<file path="config.mk">
export PLATFORM = sky130hd
export DESIGN_NAME = brsup_top
export DESIGN_NICKNAME = d
export VERILOG_FILES = /design/src/rtl/brsup_top.v
export VERILOG_INCLUDE_DIRS = /design/src /design/src/rtl
export SDC_FILE = /design/constraint.sdc
export NUM_CORES = 1
export LEC_CHECK = 0
export BUFFER_PORTS_ARGS = -buffer_cell sky130_fd_sc_hd__buf_2
export CORE_MARGIN = 3
export CORE_UTILIZATION = 45
export CTS_BUF_LIST = sky130_fd_sc_hd__clkbuf_4
export DETAILED_ROUTE_END_ITERATION = 12
export GPL_TIMING_DRIVEN = 1
export SYNTH_ARGS = -nofsm -noshare
export SYNTH_HDL_FRONTEND = slang
export SYNTH_SLANG_ARGS = --single-unit
</file>
<file path="constraint.sdc">
create_clock -name mclk -period 4.78 [get_ports mclk]
set_input_delay 0.478 -clock mclk [delete_from_list [all_inputs] [get_ports mclk]]
set_output_delay 0.478 -clock mclk [all_outputs]
set_load 0.01 [all_outputs]
</file>
<file path="src/rtl/brsup_regs.vh">
// Purpose: Constants for the board reset supervisor
// Assumes: mclk at 10 MHz
// Notes: How it works list below
// How it works
// Any low rail holds system reset
// Rail comparators combine as wired-OR
// Low config rails hold config FPGA, PROM
// Array FPGAs reset until config done
// Hard button asserts active-low hard reset
// Hard reset clears array FPGA configuration
// Hard reset also resets microcontroller
// Soft button pulses user logic reset
// Any FPGA configured pulses user reset
// Receivers synchronise user reset themselves
// Over 85C clears array FPGAs
// Reset when supply 5% low
// Stay reset until supply recovers
// Monitor all five primary rails
// Poll sixteen temperature monitors each second
// Hold resets 15 us after cause clears
// Reset lines are active low
`ifndef BRSUP_REGS_VH
`define BRSUP_REGS_VH
`define BRSUP_NUM_RAILS 5
`define BRSUP_NUM_FPGAS 16
`define BRSUP_CLK_HZ 10000000
`define BRSUP_HOLD_NS 15000
`define BRSUP_HOLD_CYC ((`BRSUP_HOLD_NS * (`BRSUP_CLK_HZ / 1000000) + 999) / 1000)
`define BRSUP_POLL_MS 1000
`define BRSUP_POLL_CYC (`BRSUP_POLL_MS * (`BRSUP_CLK_HZ / 1000))
`define BRSUP_CNT_W 24
`endif

</file>
<file path="src/rtl/brsup_top.v">
// Purpose: Board reset supervisor, all reset outputs registered
// Assumes: Inputs synchronous to mclk; comparators high when rail good
// Notes: Each reset output stretched by a hold counter
`timescale 1ns/100ps
`default_nettype none
`include "brsup_regs.vh"
module brsup_top #(
	parameter POLL_CYC = `BRSUP_POLL_CYC
) (
	input wire mclk,
	input wire rst,
	input wire [4:0] rail_ok,
	input wire [4:0] cfg_rail_mask,
	input wire hard_reset_button,
	input wire soft_reset_button,
	input wire cfg_fpga_done,
	input wire [15:0] fpga_done,
	input wire [15:0] over_temp,
	output reg system_reset_n,
	output reg cfg_init_n,
	output reg array_init_n,
	output reg system_hard_reset_n,
	output reg mcu_reset_n,
	output reg user_logic_reset_n,
	output reg temp_poll
);
	localparam [`BRSUP_CNT_W-1:0] HOLD = `BRSUP_HOLD_CYC;
	localparam [`BRSUP_CNT_W-1:0] CNT_ZERO = {`BRSUP_CNT_W{1'b0}};
	localparam [`BRSUP_CNT_W-1:0] POLL_LAST = POLL_CYC[`BRSUP_CNT_W-1:0] - 1'b1;
	localparam integer C_SYS = 0;
	localparam integer C_CFG = 1;
	localparam integer C_ARR = 2;
	localparam integer C_HARD = 3;
	localparam integer C_MCU = 4;
	localparam integer C_USER = 5;
	localparam integer N_CAUSE = 6;

	reg [`BRSUP_CNT_W-1:0] cnt_reg [0:5];
	reg [15:0] done_reg;
	reg [`BRSUP_CNT_W-1:0] poll_reg;
	reg [`BRSUP_CNT_W-1:0] poll_next;
	reg temp_poll_next;
	reg [5:0] cause;
	reg [5:0] release_next;
	wire rail_low;
	wire cfg_low;
	wire any_done;
	wire hot;

	// Shared fail line high when any comparator low
	function rail_fail;
		input [4:0] ok;
		begin
			rail_fail = ~&ok;
		end
	endfunction

	// Hard button or low rail
	function hard_cause;
		input low;
		input button_n;
		begin
			hard_cause = low | ~button_n;
		end
	endfunction

	// Hold counter has run out
	function hold_clear;
		input [`BRSUP_CNT_W-1:0] cnt;
		begin
			hold_clear = (cnt == CNT_ZERO);
		end
	endfunction

	// Wired-OR of comparator outputs
	assign rail_low = rail_fail(rail_ok);
	assign cfg_low = |(~rail_ok & cfg_rail_mask);
	assign any_done = |(fpga_done & ~done_reg);
	assign hot = |over_temp;

	// Reset causes per output
	always @* begin
		cause[C_SYS] = rail_low;
		cause[C_CFG] = cfg_low;
		cause[C_ARR] = hard_cause(rail_low, hard_reset_button) | ~cfg_fpga_done | hot;
		cause[C_HARD] = hard_cause(rail_low, hard_reset_button);
		cause[C_MCU] = hard_cause(rail_low, hard_reset_button);
		cause[C_USER] = ~soft_reset_button | any_done;
	end

	// Hold counters, reloaded while cause stands
	genvar i;
	generate
		for (i = 0; i < N_CAUSE; i = i + 1) begin : g_hold
			always @(posedge mclk) begin
				if (rst) begin
					cnt_reg[i] <= HOLD;
				end else if (cause[i]) begin
					cnt_reg[i] <= HOLD;
				end else if (!hold_clear(cnt_reg[i])) begin
					cnt_reg[i] <= cnt_reg[i] - 1'b1;
				end
			end
		end
	endgenerate

	// Release only when cause gone and count empty
	always @* begin
		release_next = 6'h00;
		release_next[C_SYS] = ~cause[C_SYS] & hold_clear(cnt_reg[C_SYS]);
		release_next[C_CFG] = ~cause[C_CFG] & hold_clear(cnt_reg[C_CFG]);
		release_next[C_ARR] = ~cause[C_ARR] & hold_clear(cnt_reg[C_ARR]);
		release_next[C_HARD] = ~cause[C_HARD] & hold_clear(cnt_reg[C_HARD]);
		release_next[C_MCU] = ~cause[C_MCU] & hold_clear(cnt_reg[C_MCU]);
		release_next[C_USER] = ~cause[C_USER] & hold_clear(cnt_reg[C_USER]);
	end

	// Previous configuration flags for edge detection
	always @(posedge mclk) begin
		if (rst) begin
			done_reg <= 16'h0000;
		end else begin
			done_reg <= fpga_done;
		end
	end

	// Temperature poll tick
	always @* begin
		if (poll_reg == POLL_LAST) begin
			poll_next = CNT_ZERO;
			temp_poll_next = 1'b1;
		end else begin
			poll_next = poll_reg + 1'b1;
			temp_poll_next = 1'b0;
		end
	end

	always @(posedge mclk) begin
		if (rst) begin
			poll_reg <= CNT_ZERO;
			temp_poll <= 1'b0;
		end else begin
			poll_reg <= poll_next;
			temp_poll <= temp_poll_next;
		end
	end

	// Board system reset
	always @(posedge mclk) begin
		if (rst) begin
			system_reset_n <= 1'b0;
		end else begin
			system_reset_n <= release_next[C_SYS];
		end
	end

	// Config FPGA and PROM initialise
	always @(posedge mclk) begin
		if (rst) begin
			cfg_init_n <= 1'b0;
		end else begin
			cfg_init_n <= release_next[C_CFG];
		end
	end

	// Array FPGA initialise, clears configuration
	always @(posedge mclk) begin
		if (rst) begin
			array_init_n <= 1'b0;
		end else begin
			array_init_n <= release_next[C_ARR];
		end
	end

	// System hard reset
	always @(posedge mclk) begin
		if (rst) begin
			system_hard_reset_n <= 1'b0;
		end else begin
			system_hard_reset_n <= release_next[C_HARD];
		end
	end

	// Microcontroller reset
	always @(posedge mclk) begin
		if (rst) begin
			mcu_reset_n <= 1'b0;
		end else begin
			mcu_reset_n <= release_next[C_MCU];
		end
	end

	// User logic reset, configuration kept
	always @(posedge mclk) begin
		if (rst) begin
			user_logic_reset_n <= 1'b0;
		end else begin
			user_logic_reset_n <= release_next[C_USER];
		end
	end
endmodule // brsup_top
`default_nettype wire

</file>
==> results.tsv, run 1 <==
metric	value	unit
ys_warn_count	0	
synthSimpleGateAreaFrac	26.7	%
cts.path.max_buffers	2	
synth_enable_flop_cells	144	
synth_top_cell_area_share	44.7	%
cts_resized	0	
fin_crit_sh	61.1	%
grt_use_total	14.9	%
rsz0062_at_grt	false	
worstSetupStartpointType	flop	
clkTransAtPathRegs	160	ps
drv_slew	0	
dp_hpwl	11600	um
power.density	269	mW/mm2
vias	6530	
final.min_clock_period	2920	ps
syn-num-nets	995	
syn2layout_area_growth	8.59	%
synth_area_leader_cell	edfxtp_1	
fp.coreArea	0.0207	mm2
wl_per_cell	13.4	um
tns	0	ps
synth_xor_xnor_area_share	12.3	%
drtAntennaViolNets	0	
numCtsBuffers	17	
nNetsFinal	1045	
crit_fanout	24	
synth.distinct_cells	51	
synthTopCellsByArea	edfxtp_1 (45%), dfxtp_1 (9.7%), nor2_1 (7.8%)	
synth_compound_area_share	2.11	%
avgSynthCellArea	10.3	um2
clockRootBuffer	clkbuf_4	
nFillCells	1927	
grt_overflow	0	
cts_tree	done	
drive_above_1_share	10.9	%
cap_viol_max_count	0	
postCtsHoldBufs	0	
antenna_found_initial	1	
cp_data_required_time	4930	ps
async_flop_share	0	%
vdd_drop_max	0.176	mV
synth_area	0.00967	mm2
io_buffers	53	
grt_pass1_wl	29500	um
finClkSkew	25.3	ps
final_common_cell	nor2_1	
vias_per_cell	5.15	
clkSinkCount	191	
die_w	153	um
arrival	3070	ps
h-tree-depth	4	
ys_seq_area_share	54.5	%
wl	17000	um
drtPass1Iterations	4	
ys_ff_latch	191	
drc	0	
start_util	46.7	%
die_area	0.0233	mm2
synthCells	935	
outcome	finished clean	
leakage	3.72	nW
pin_count	54	
hold_path_class	primary input to flop	
finalWeightedCongestion	0.758	
largest_reg_flops	144	
synth_top_family_by_area	simple AND/OR/NAND/NOR gates	
tightest_slew	1050	ps
synthMuxAreaShare	0.104	%
grt_max_degree	25	
grt_pass1_vias	6243	
rows	52	
finalHoldViolations	0	
synthAdderAreaFrac	1.68	%
clkLatencyLatePin	560	ps
cts_setup_buffers	0	
critical_path_class	flop to flop	
drt-initial-drc-count	339	
die_y	153	um
endpoint_kind	flop	
utilization	50.7	%
synth_flop_cell	edfxtp_1	
slew_headroom	29.1	%
finalSetupViolCount	0	
fmax	342	MHz
final_cell_mix	nor2_1 (201), edfxtp_1 (144), xnor2_1 (70)	
-- logic make-up after synthesis --
kind of cell,after synthesis
buffers and inverters,57
AO/OA/AOI/OAI,32
AND/OR/NAND/NOR,505
adder cells (fa/ha/maj),13
flip-flops,191
XOR/XNOR,136
multiplexers,1
-- power breakdown --
| part | leakage [nW] | switching [mW] | internal (mW) |
|---|---|---|---|
| sequential | 2.06 | 0.00492 | 1.77 |
| combinational | 1.48 | 0.0285 | 0.0270 |
| clock | 0.185 | 0.564 | 0.433 |
| total | 3.72 | 0.597 | 2.23 |
-- path summary, 6_finish.rpt --
kind | startpoint | end | slack, ps | cells past startpoint
setup / recovery | cnt_reg[2][0]$_SDFFCE_PN0P_ | cnt_reg[2][9]$_SDFFCE_PN0P_ | 1860 | 7
hold / removal | fpga_done[11] | done_reg[11]$_SDFF_PP0_ | 130 | 2
setup reg to reg | cnt_reg[2][0]$_SDFFCE_PN0P_ | cnt_reg[2][9]$_SDFFCE_PN0P_ | 1860 | 7
hold reg to reg | poll_reg[0]$_SDFF_PP0_ | poll_reg[0]$_SDFF_PP0_ | 480 | 1
-- final cells by class --
type / instances / area, um2 / area share, %
diodes: 1 / 2.50 / 0.0238
clock buffers: 18 / 135 / 1.29
clock inverters: 14 / 199 / 1.89
multi-input cells: 687 / 4150 / 39.5
repair buffers: 57 / 295 / 2.81
flip-flops and latches: 191 / 5270 / 50.1
inverters: 31 / 116 / 1.11
well taps: 270 / 338 / 3.22
-- Yosys cell counts, types with 17 or more instances --
cell type and instances:
nand2_1 58, or4_1 17, xnor2_1 70, xor2_1 66
or3_1 17, nand4_1 24, dfxtp_1 47, inv_1 31
edfxtp_1 144, nor4_1 32, nor2_1 201, nor3_1 35
nand3_1 40
-- critical path, cell delays in order (launching register included) --
cell	delay, ps
edfxtp_1	450
inv_1	110
ha_1	140
or4b_2	570
nor3_1	140
nand4_1	270
nor4_1	340
inv_1	490
-- per-layer routing --
layer / up-vias / track usage, % / wire length, um
met5: - / 0 / 0
met4: 0 / 3.27 / 102
met3: 7 / 3.21 / 395
met2: 45 / 23.5 / 7740
met1: 3080 / 21.2 / 8800
li1: 3398 / - / -
-- through the flow --
stage / std cells / worst slack [ps] / cell area [um2] / total power [mW] / hold WS (ps)
finish: 1269 / 1860 / 10500 / 2.83 / 132
global route: 1269 / 1480 / 10500 / 2.94 / 45.9
CTS: 1268 / 1840 / 10500 / 2.87 / 60.7
detailed placement: 1236 / 1880 / 10200 / 1.87 / 451
global placement: 1236 / 1970 / 10200 / 1.87 / 441
floorplan: 935 / 2290 / 9670 / 1.84 / 426
Power figures use the tool's default switching activity.
==> run 2: changes to the inputs <==
--- a/config.mk
+++ b/config.mk
@@ -6,6 +6,7 @@
 export SDC_FILE = /design/constraint.sdc
 export NUM_CORES = 1
 export LEC_CHECK = 0
+export ABC_AREA = 1
 export BUFFER_PORTS_ARGS = -buffer_cell sky130_fd_sc_hd__buf_2
 export CORE_MARGIN = 3
 export CORE_UTILIZATION = 45
==> constraint.sdc (replaced) <==
create_clock -name mclk -period 3 [get_ports mclk]
set_input_delay 0.3 -clock mclk [delete_from_list [all_inputs] [get_ports mclk]]
set_output_delay 0.3 -clock mclk [all_outputs]
set_load 0.01 [all_outputs]
==> run 2 against run 1 <==
  * Area after synthesis is 15% higher
  * Final cell count is 47% higher
  * Wire length is 39% higher
  * Maximum frequency is 38% higher
  * Total power is 55% higher
  * Clock power is 43% higher
  * Global-route usage is 3.7 points higher
  * Sequential cell count stayed put
  * Register-to-register slack worse by 980 ps
  * Critical path depth is 2 lower
  * Clock skew is 11 ps higher
==> results.tsv, run 2 <==
metric	value	unit	change
switching_share	22.5	%	+1.4 points
ys_seq_area_share	47.5	%	-6.9 points
worstHoldStart	rst		
r2r_end	cnt_reg[1][6]$_SDFFCE_PN0P_		
vias_per_cell	4.89		-5.0%
power.density	360	mW/mm2	+34%
final_common_cell	nor2_1		
cts.path.max_buffers	2		unchanged
synth.distinct_cells	42		-18%
synthAdderAreaFrac	1.47	%	-0.21 points
leakage	4.97	nW	+34%
top_usage_layer	met2		
p_int	3.40	mW	+52%
clkTransAtPathRegs	190	ps	+30 ps
clkSinkCount	191		unchanged
drt-initial-drc-count	568		+68%
crit_fanout	15		-38%
synth.most_common_cell	nor2_1		
synth_compound_area_share	4.91	%	+2.8 points
synthSimpleGateAreaFrac	35.0	%	+8.3 points
finalWeightedCongestion	0.878		+16%
finalInstanceArea	0.0122	mm2	+16%
grt_pass1_vias	8723		+40%
placed_area	0.0117	mm2	+15%
clkLatencyLatePin	570	ps	about the same
p_total	4.38	mW	+55%
clockRootBuffer	clkbuf_4		
timing.rr.start	cnt_reg[1][8]$_SDFFCE_PN0P_		
grt_pass1_wl	40700	um	+38%
numCtsBuffers	17		unchanged
rsz0062_at_grt	false		
die_y	163	um	+6.8%
largest_reg_flops	144		unchanged
grt_max_degree	26		+4.0%
synth_top_family_by_area	simple AND/OR/NAND/NOR gates		
max_stage_delay	520	ps	-50 ps
nNetsFinal	1592		+52%
synth_flop_cell	edfxtp_1		
final.min_clock_period	2120	ps	-797 ps
vias	9116		+40%
drive_above_1_share	10.6	%	-0.31 points
avgSynthCellArea	7.66	um2	-26%
slew_headroom	54.0	%	+25 points
drc	0		unchanged
hold_path_class	primary input to flop		
synth_area_leader_cell	edfxtp_1		
worstSetupStartpointType	flop		
whs_path_depth	2		unchanged
h-tree-depth	4		unchanged
cap_viol_max_count	0		unchanged
rows	56		+7.7%
crit_path_end	cnt_reg[1][6]$_SDFFCE_PN0P_		
final_cell_mix	nor2_1 (341), nand2_1 (329), inv_1 (178)		
synth_top_cell_area_share	39.0	%	-5.7 points
globalRouteMet1Util	26.2	%	+5.0 points
synth_xor_xnor_area_share	3.95	%	-8.4 points
grt_use_total	18.5	%	+3.7 points
multi_input_area	0.00502	mm2	+21%
clkPwrFrac	32.6	%	-2.7 points
synth_common_cells	nor2_1 (341), nand2_1 (329), inv_1 (178)		
cts_tree	done		
drtAntennaViolNets	0		unchanged
die_w	163	um	+6.8%
tns	0	ps	unchanged
vdd_drop_max	0.216	mV	+23%
synthCells	1446		+55%
wl_per_cell	12.7	um	-5.7%
drtPass1Iterations	7		+3
dp_hpwl	17700	um	+52%
antenna_found_initial	1		unchanged
start_util	46.5	%	-0.22 points
synth_enable_flop_cells	144		unchanged
ys_warn_count	0		unchanged
syn2layout_area_growth	9.92	%	
synth_area	0.0111	mm2	+15%
arrival	2440	ps	-630 ps
holdWs	137	ps	+4.24 ps
syn-num-nets	1506		+51%
fmax	471	MHz	+38%
ys_ff_latch	191		unchanged
outcome	finished clean		
die_area	0.0265	mm2	+14%
seqPwrFrac	64.5	%	+1.7 points
finClkSkew	35.8	ps	+10.5 ps
cp_data_required_time	3320	ps	-1610 ps
r2r_cells	5		-2
wl	23600	um	+39%
nFillCells	2348		+22%
register_area	0.00527	mm2	unchanged
endpoint_kind	flop		
met3_usage	2.62	%	-0.59 points
grtUsageMet2	30.2	%	+6.7 points
finalHoldViolations	0		unchanged
pin_count	54		unchanged
power.switching	985	uW	+65%
drv_slew	0		unchanged
rrSetupSlack	880	ps	-980 ps
grt_overflow	0		unchanged
cts_resized	0		unchanged
async_flop_share	0	%	unchanged
io_buffers	53		unchanged
synthMuxAreaShare	0	%	-0.10 points
crit_start	cnt_reg[1][8]$_SDFFCE_PN0P_		
synthTopCellsByArea	edfxtp_1 (39%), nor2_1 (12%), nand2_1 (11%)		
finalSetupViolCount	0		unchanged
fp.coreArea	0.0238	mm2	+15%
fin_crit_sh	70.8	%	+9.7 points
critical_path_class	flop to flop		
crit_chain	nor2_2, nand2_1, nor3_1, nand3_1, buf_12		
comb_power_share	2.9	%	+0.9 points
critPathSlowestCell	nand3_1		
tightest_slew	689	ps	-360 ps
==> run 2: metal layers <==
metal | share of wire (%) | wire length, um
met1 | 50 | 11900
met4 | 0.92 | 218
met3 | 2.7 | 648
met2 | 46 | 10900
met5 | 0 | 0
==> run 2: cell families (layout without fill, tap and decap cells) <==
| logic type | count (synthesis) | in the layout |
|---|---|---|
| XOR/XNOR | 50 | 50 |
| adder cells (fa/ha/maj) | 13 | 13 |
| other | 0 | 1 |
| AO/OA/AOI/OAI | 102 | 102 |
| buffers and inverters | 197 | 296 |
| AND/OR/NAND/NOR | 893 | 893 |
| flip-flops | 191 | 191 |
==> run 2: final cells by class <==
cell class / count / area share [%]
sequential: 191 / 43.2
tap: 319 / 3.28
inverter: 186 / 5.77
clock inverter: 13 / 1.15
antenna: 1 / 0.0205
multi-input combinational: 1058 / 41.2
clock buffer: 19 / 1.17
timing repair buffer: 78 / 4.15
==> run 2: how the worst min path moves through the flow <==
stage	end	slack (ps)
2_1_floorplan	done_reg[0]$_SDFF_PP0_	410
3_3_place_gp	poll_reg[0]$_SDFF_PP0_	430
3_5_place_dp	poll_reg[0]$_SDFF_PP0_	440
4_1_cts	done_reg[3]$_SDFF_PP0_	80
5_1_grt	done_reg[9]$_SDFF_PP0_	90
6_report	done_reg[5]$_SDFF_PP0_	140
==> run 2: what timing repair did <==
item,4_1_cts,5_1_grt
endpoints found under the hold margin,16,0
buffers inserted,0,0
endpoints found under the setup margin,0,0
hold buffers,16,0
==> run 2: power groups by stage <==
stage | combinational, mW | clock [mW] | sequential, mW
global route | 0.145 | 1.58 | 2.83
finish | 0.128 | 1.43 | 2.82
CTS | 0.129 | 1.49 | 2.82
detailed placement | 0.112 | 0 | 2.88
floorplan | 0.0630 | 0 | 2.88
global placement | 0.110 | 0 | 2.88
==> run 2: through the flow <==
| step | instances | setup WS [ps] | util, % |
|---|---|---|---|
| after floorplan | 1446 | 879 | - |
| after global placement | 1816 | 838 | 49.2 |
| after detailed placement | 1816 | 790 | 49.2 |
| after CTS | 1864 | 858 | 51.1 |
| after global routing | 1865 | 710 | 51.1 |
| final | 1865 | 876 | 51.1 |
==> run 2: critical path, delay by kind of cell, from the launching register on <==
family / cells / cell delay [ps]
simple gates: 4 / 1030
flops: 1 / 460
buf+inv: 1 / 380
==> run 3: changes to the inputs <==
--- a/config.mk
+++ b/config.mk
@@ -6,7 +6,7 @@
 export SDC_FILE = /design/constraint.sdc
 export NUM_CORES = 1
 export LEC_CHECK = 0
-export ABC_AREA = 1
+export ABC_AREA = 0
 export BUFFER_PORTS_ARGS = -buffer_cell sky130_fd_sc_hd__buf_2
 export CORE_MARGIN = 3
 export CORE_UTILIZATION = 45
==> constraint.sdc (replaced) <==
create_clock -name mclk -period 2 [get_ports mclk]
set_input_delay 0.2 -clock mclk [delete_from_list [all_inputs] [get_ports mclk]]
set_output_delay 0.2 -clock mclk [all_outputs]
set_load 0.01 [all_outputs]
==> run 3 against run 2 <==
  * The flow now finishes with violations (setup timing)
  * Die area down 12%
  * Total power grew 53%
  * Clock power increased by 55%
  * Highest routed layer unchanged
==> results.tsv, run 3 (same netlist as run 1, synthesis figures left out) <==
metric	value	unit	change
outcome	finished, violations left		
violations	setup timing		
antenna_found_initial	1		unchanged
tightest_slew	1440	ps	+747 ps
numCtsBuffers	17		unchanged
route.met3.wl	628	um	-3.1%
cap_viol_max_count	0		unchanged
switching_share	25.6	%	+3.1 points
finalWeightedCongestion	0.770		-12%
placed_area	0.0117	mm2	about the same
crit_top_cell	or4_4		
clkTransAtPathRegs	180	ps	about the same
fmax	448	MHz	-4.9%
clkSinkCount	191		unchanged
clkLatencyLatePin	620	ps	+50 ps
final_cells	1538		-18%
worst_slack	-232	ps	-1110 ps
arrival	2590	ps	+150 ps
fin_crit_sh	112	%	+41 points
wl	22600	um	-4.4%
die_area	0.0233	mm2	-12%
dp_cells	1410		-22%
top_layer	met4		
die_y	153	um	-6.3%
holdWs	78.6	ps	-58.1 ps
p_total	6.71	mW	+53%
nFillCells	1559		-34%
vdd_drop_max	0.354	mV	+64%
drive_above_1_share	40.4	%	+30 points
path_buf_inv	0		-1
utilization	68.5	%	+17 points
power.switching	1.72	mW	+74%
clockRootBuffer	clkbuf_4		
hold_path_class	primary input to flop		
cts.path.max_buffers	2		unchanged
crit_chain	or4_4, or4_4, nand4b_4, or2_4		
finalSetupViolCount	262		+262
vias	7917		-13%
p_int	4.99	mW	+47%
h-tree-depth	4		unchanged
crit_fanout	6		-9
grt_max_degree	22		-15%
drtPass1Iterations	5		-2
wl_per_cell	14.7	um	+16%
vias_per_cell	5.15		+5.3%
tns	-32260	ps	-32260 ps
endpoint_kind	flop		
worstSetupStartpointType	flop		
die_w	153	um	-6.3%
final_cell_mix	buf_4 (177), edfxtp_1 (144), nor2_1 (119)		
cp_data_required_time	2360	ps	-960 ps
drtAntennaViolNets	0		unchanged
power.density	473	mW/mm2	+32%
wl_met2	11600	um	+6.8%
wl_met1	9910	um	-16%
grt_pass1_wl	37500	um	-8.0%
critPathTopFamily	simple AND/OR/NAND/NOR gates		
grt_use_total	19.2	%	+0.67 points
drc	0		unchanged
seqPwrFrac	63.2	%	-1.3 points
drt-initial-drc-count	419		-26%
drv_slew	0		unchanged
finalInstanceArea	0.0142	mm2	+16%
dp_hpwl	13400	um	-24%
final_common_cell	buf_4		
pin_count	54		unchanged
syn2layout_area_growth	46.5	%	
finClkSkew	35.4	ps	-0.456 ps
grt_pass1_vias	8081		-7.4%
dpl_worst_slack	-271	ps	-1060 ps
rows	52		-7.1%
nNetsFinal	1314		-17%
critical_path_class	flop to flop		
final.min_clock_period	2230	ps	+109 ps
clkPwrFrac	32.9	%	+0.3 points
finalHoldViolations	0		unchanged
cts_tree	done		
max_stage_delay	530	ps	about the same
fp.coreArea	0.0207	mm2	-13%
start_util	46.7	%	+0.22 points
comb_power_share	3.9	%	+1.0 points
io_buffers	53		unchanged
slew_headroom	4.31	%	-50 points
largest_reg_flops	144		unchanged
rsz0062_at_grt	true		
critPathSlowestCell	or4_4		
leakage	5.34	nW	+7.6%
grt_overflow	0		unchanged
## run 3: cell types whose count changed in the layout (fill, tap and decap cells not counted), moves of 21 or more
cell	delta
buf_6	+26
dlygate4sd3_1	+21
nor2_1	-222
a21oi_1	-58
nand3_1	-55
xnor2_1	+57
nand2_1	-281
buf_4	+169
inv_1	-153
nor2_4	+28
## run 3: worst reg2reg max path: stages (launching register included)
cell      delay, ps
edfxtp_1        440
or4_4           530
or4_4           440
nand4b_4        260
or2_4           340
## run 3: metal layers
metal	global-route usage [%]	vias to the layer above
met4	6.15	0
met5	0	-
met2	33.6	120
met3	3.29	29
li1	-	3961
met1	24.2	3807
## run 3: path summary, 6_finish.rpt
path	startpoint	to	slack [ps]	cells past startpoint
worst max-delay path	cnt_reg[5][16]$_SDFFCE_PN0P_	cnt_reg[5][23]$_SDFFCE_PN0P_	-230	4
worst min-delay path	hard_reset_button	array_init_n$_SDFF_PP0_	80	3
worst max register to register	cnt_reg[5][16]$_SDFFCE_PN0P_	cnt_reg[5][23]$_SDFFCE_PN0P_	-230	4
worst min register to register	poll_reg[0]$_SDFF_PP0_	poll_reg[0]$_SDFF_PP0_	470	1
## run 3: area by class of cell
cell class / instances / area [um2] / area share, %
multi-input combinational: 696 / 5290 / 37.3
sequential: 191 / 5270 / 37.2
inverter: 31 / 143 / 1.01
tap: 270 / 338 / 2.38
timing repair buffer: 317 / 2820 / 19.9
antenna: 1 / 2.50 / 0.0177
clock inverter: 15 / 184 / 1.30
clock buffer: 17 / 128 / 0.901
## run 3: power groups by stage
stage	Clock [mW]	Sequential [mW]	Combinational, mW
CTS	2.28	4.24	0.245
finish	2.21	4.24	0.258
global placement	0	4.33	0.150
detailed placement	0	4.33	0.152
global route	2.43	4.25	0.285
floorplan	0	4.32	0.0779
## run 3: repair_timing
action,4_1_cts,5_1_grt
pin swaps,55,49
gates resized for setup,135,133
buffers inserted,30,11
hold buffers,37,0
endpoints found under the setup margin,258,310
gates cloned,20,5
endpoints found under the hold margin,20,0
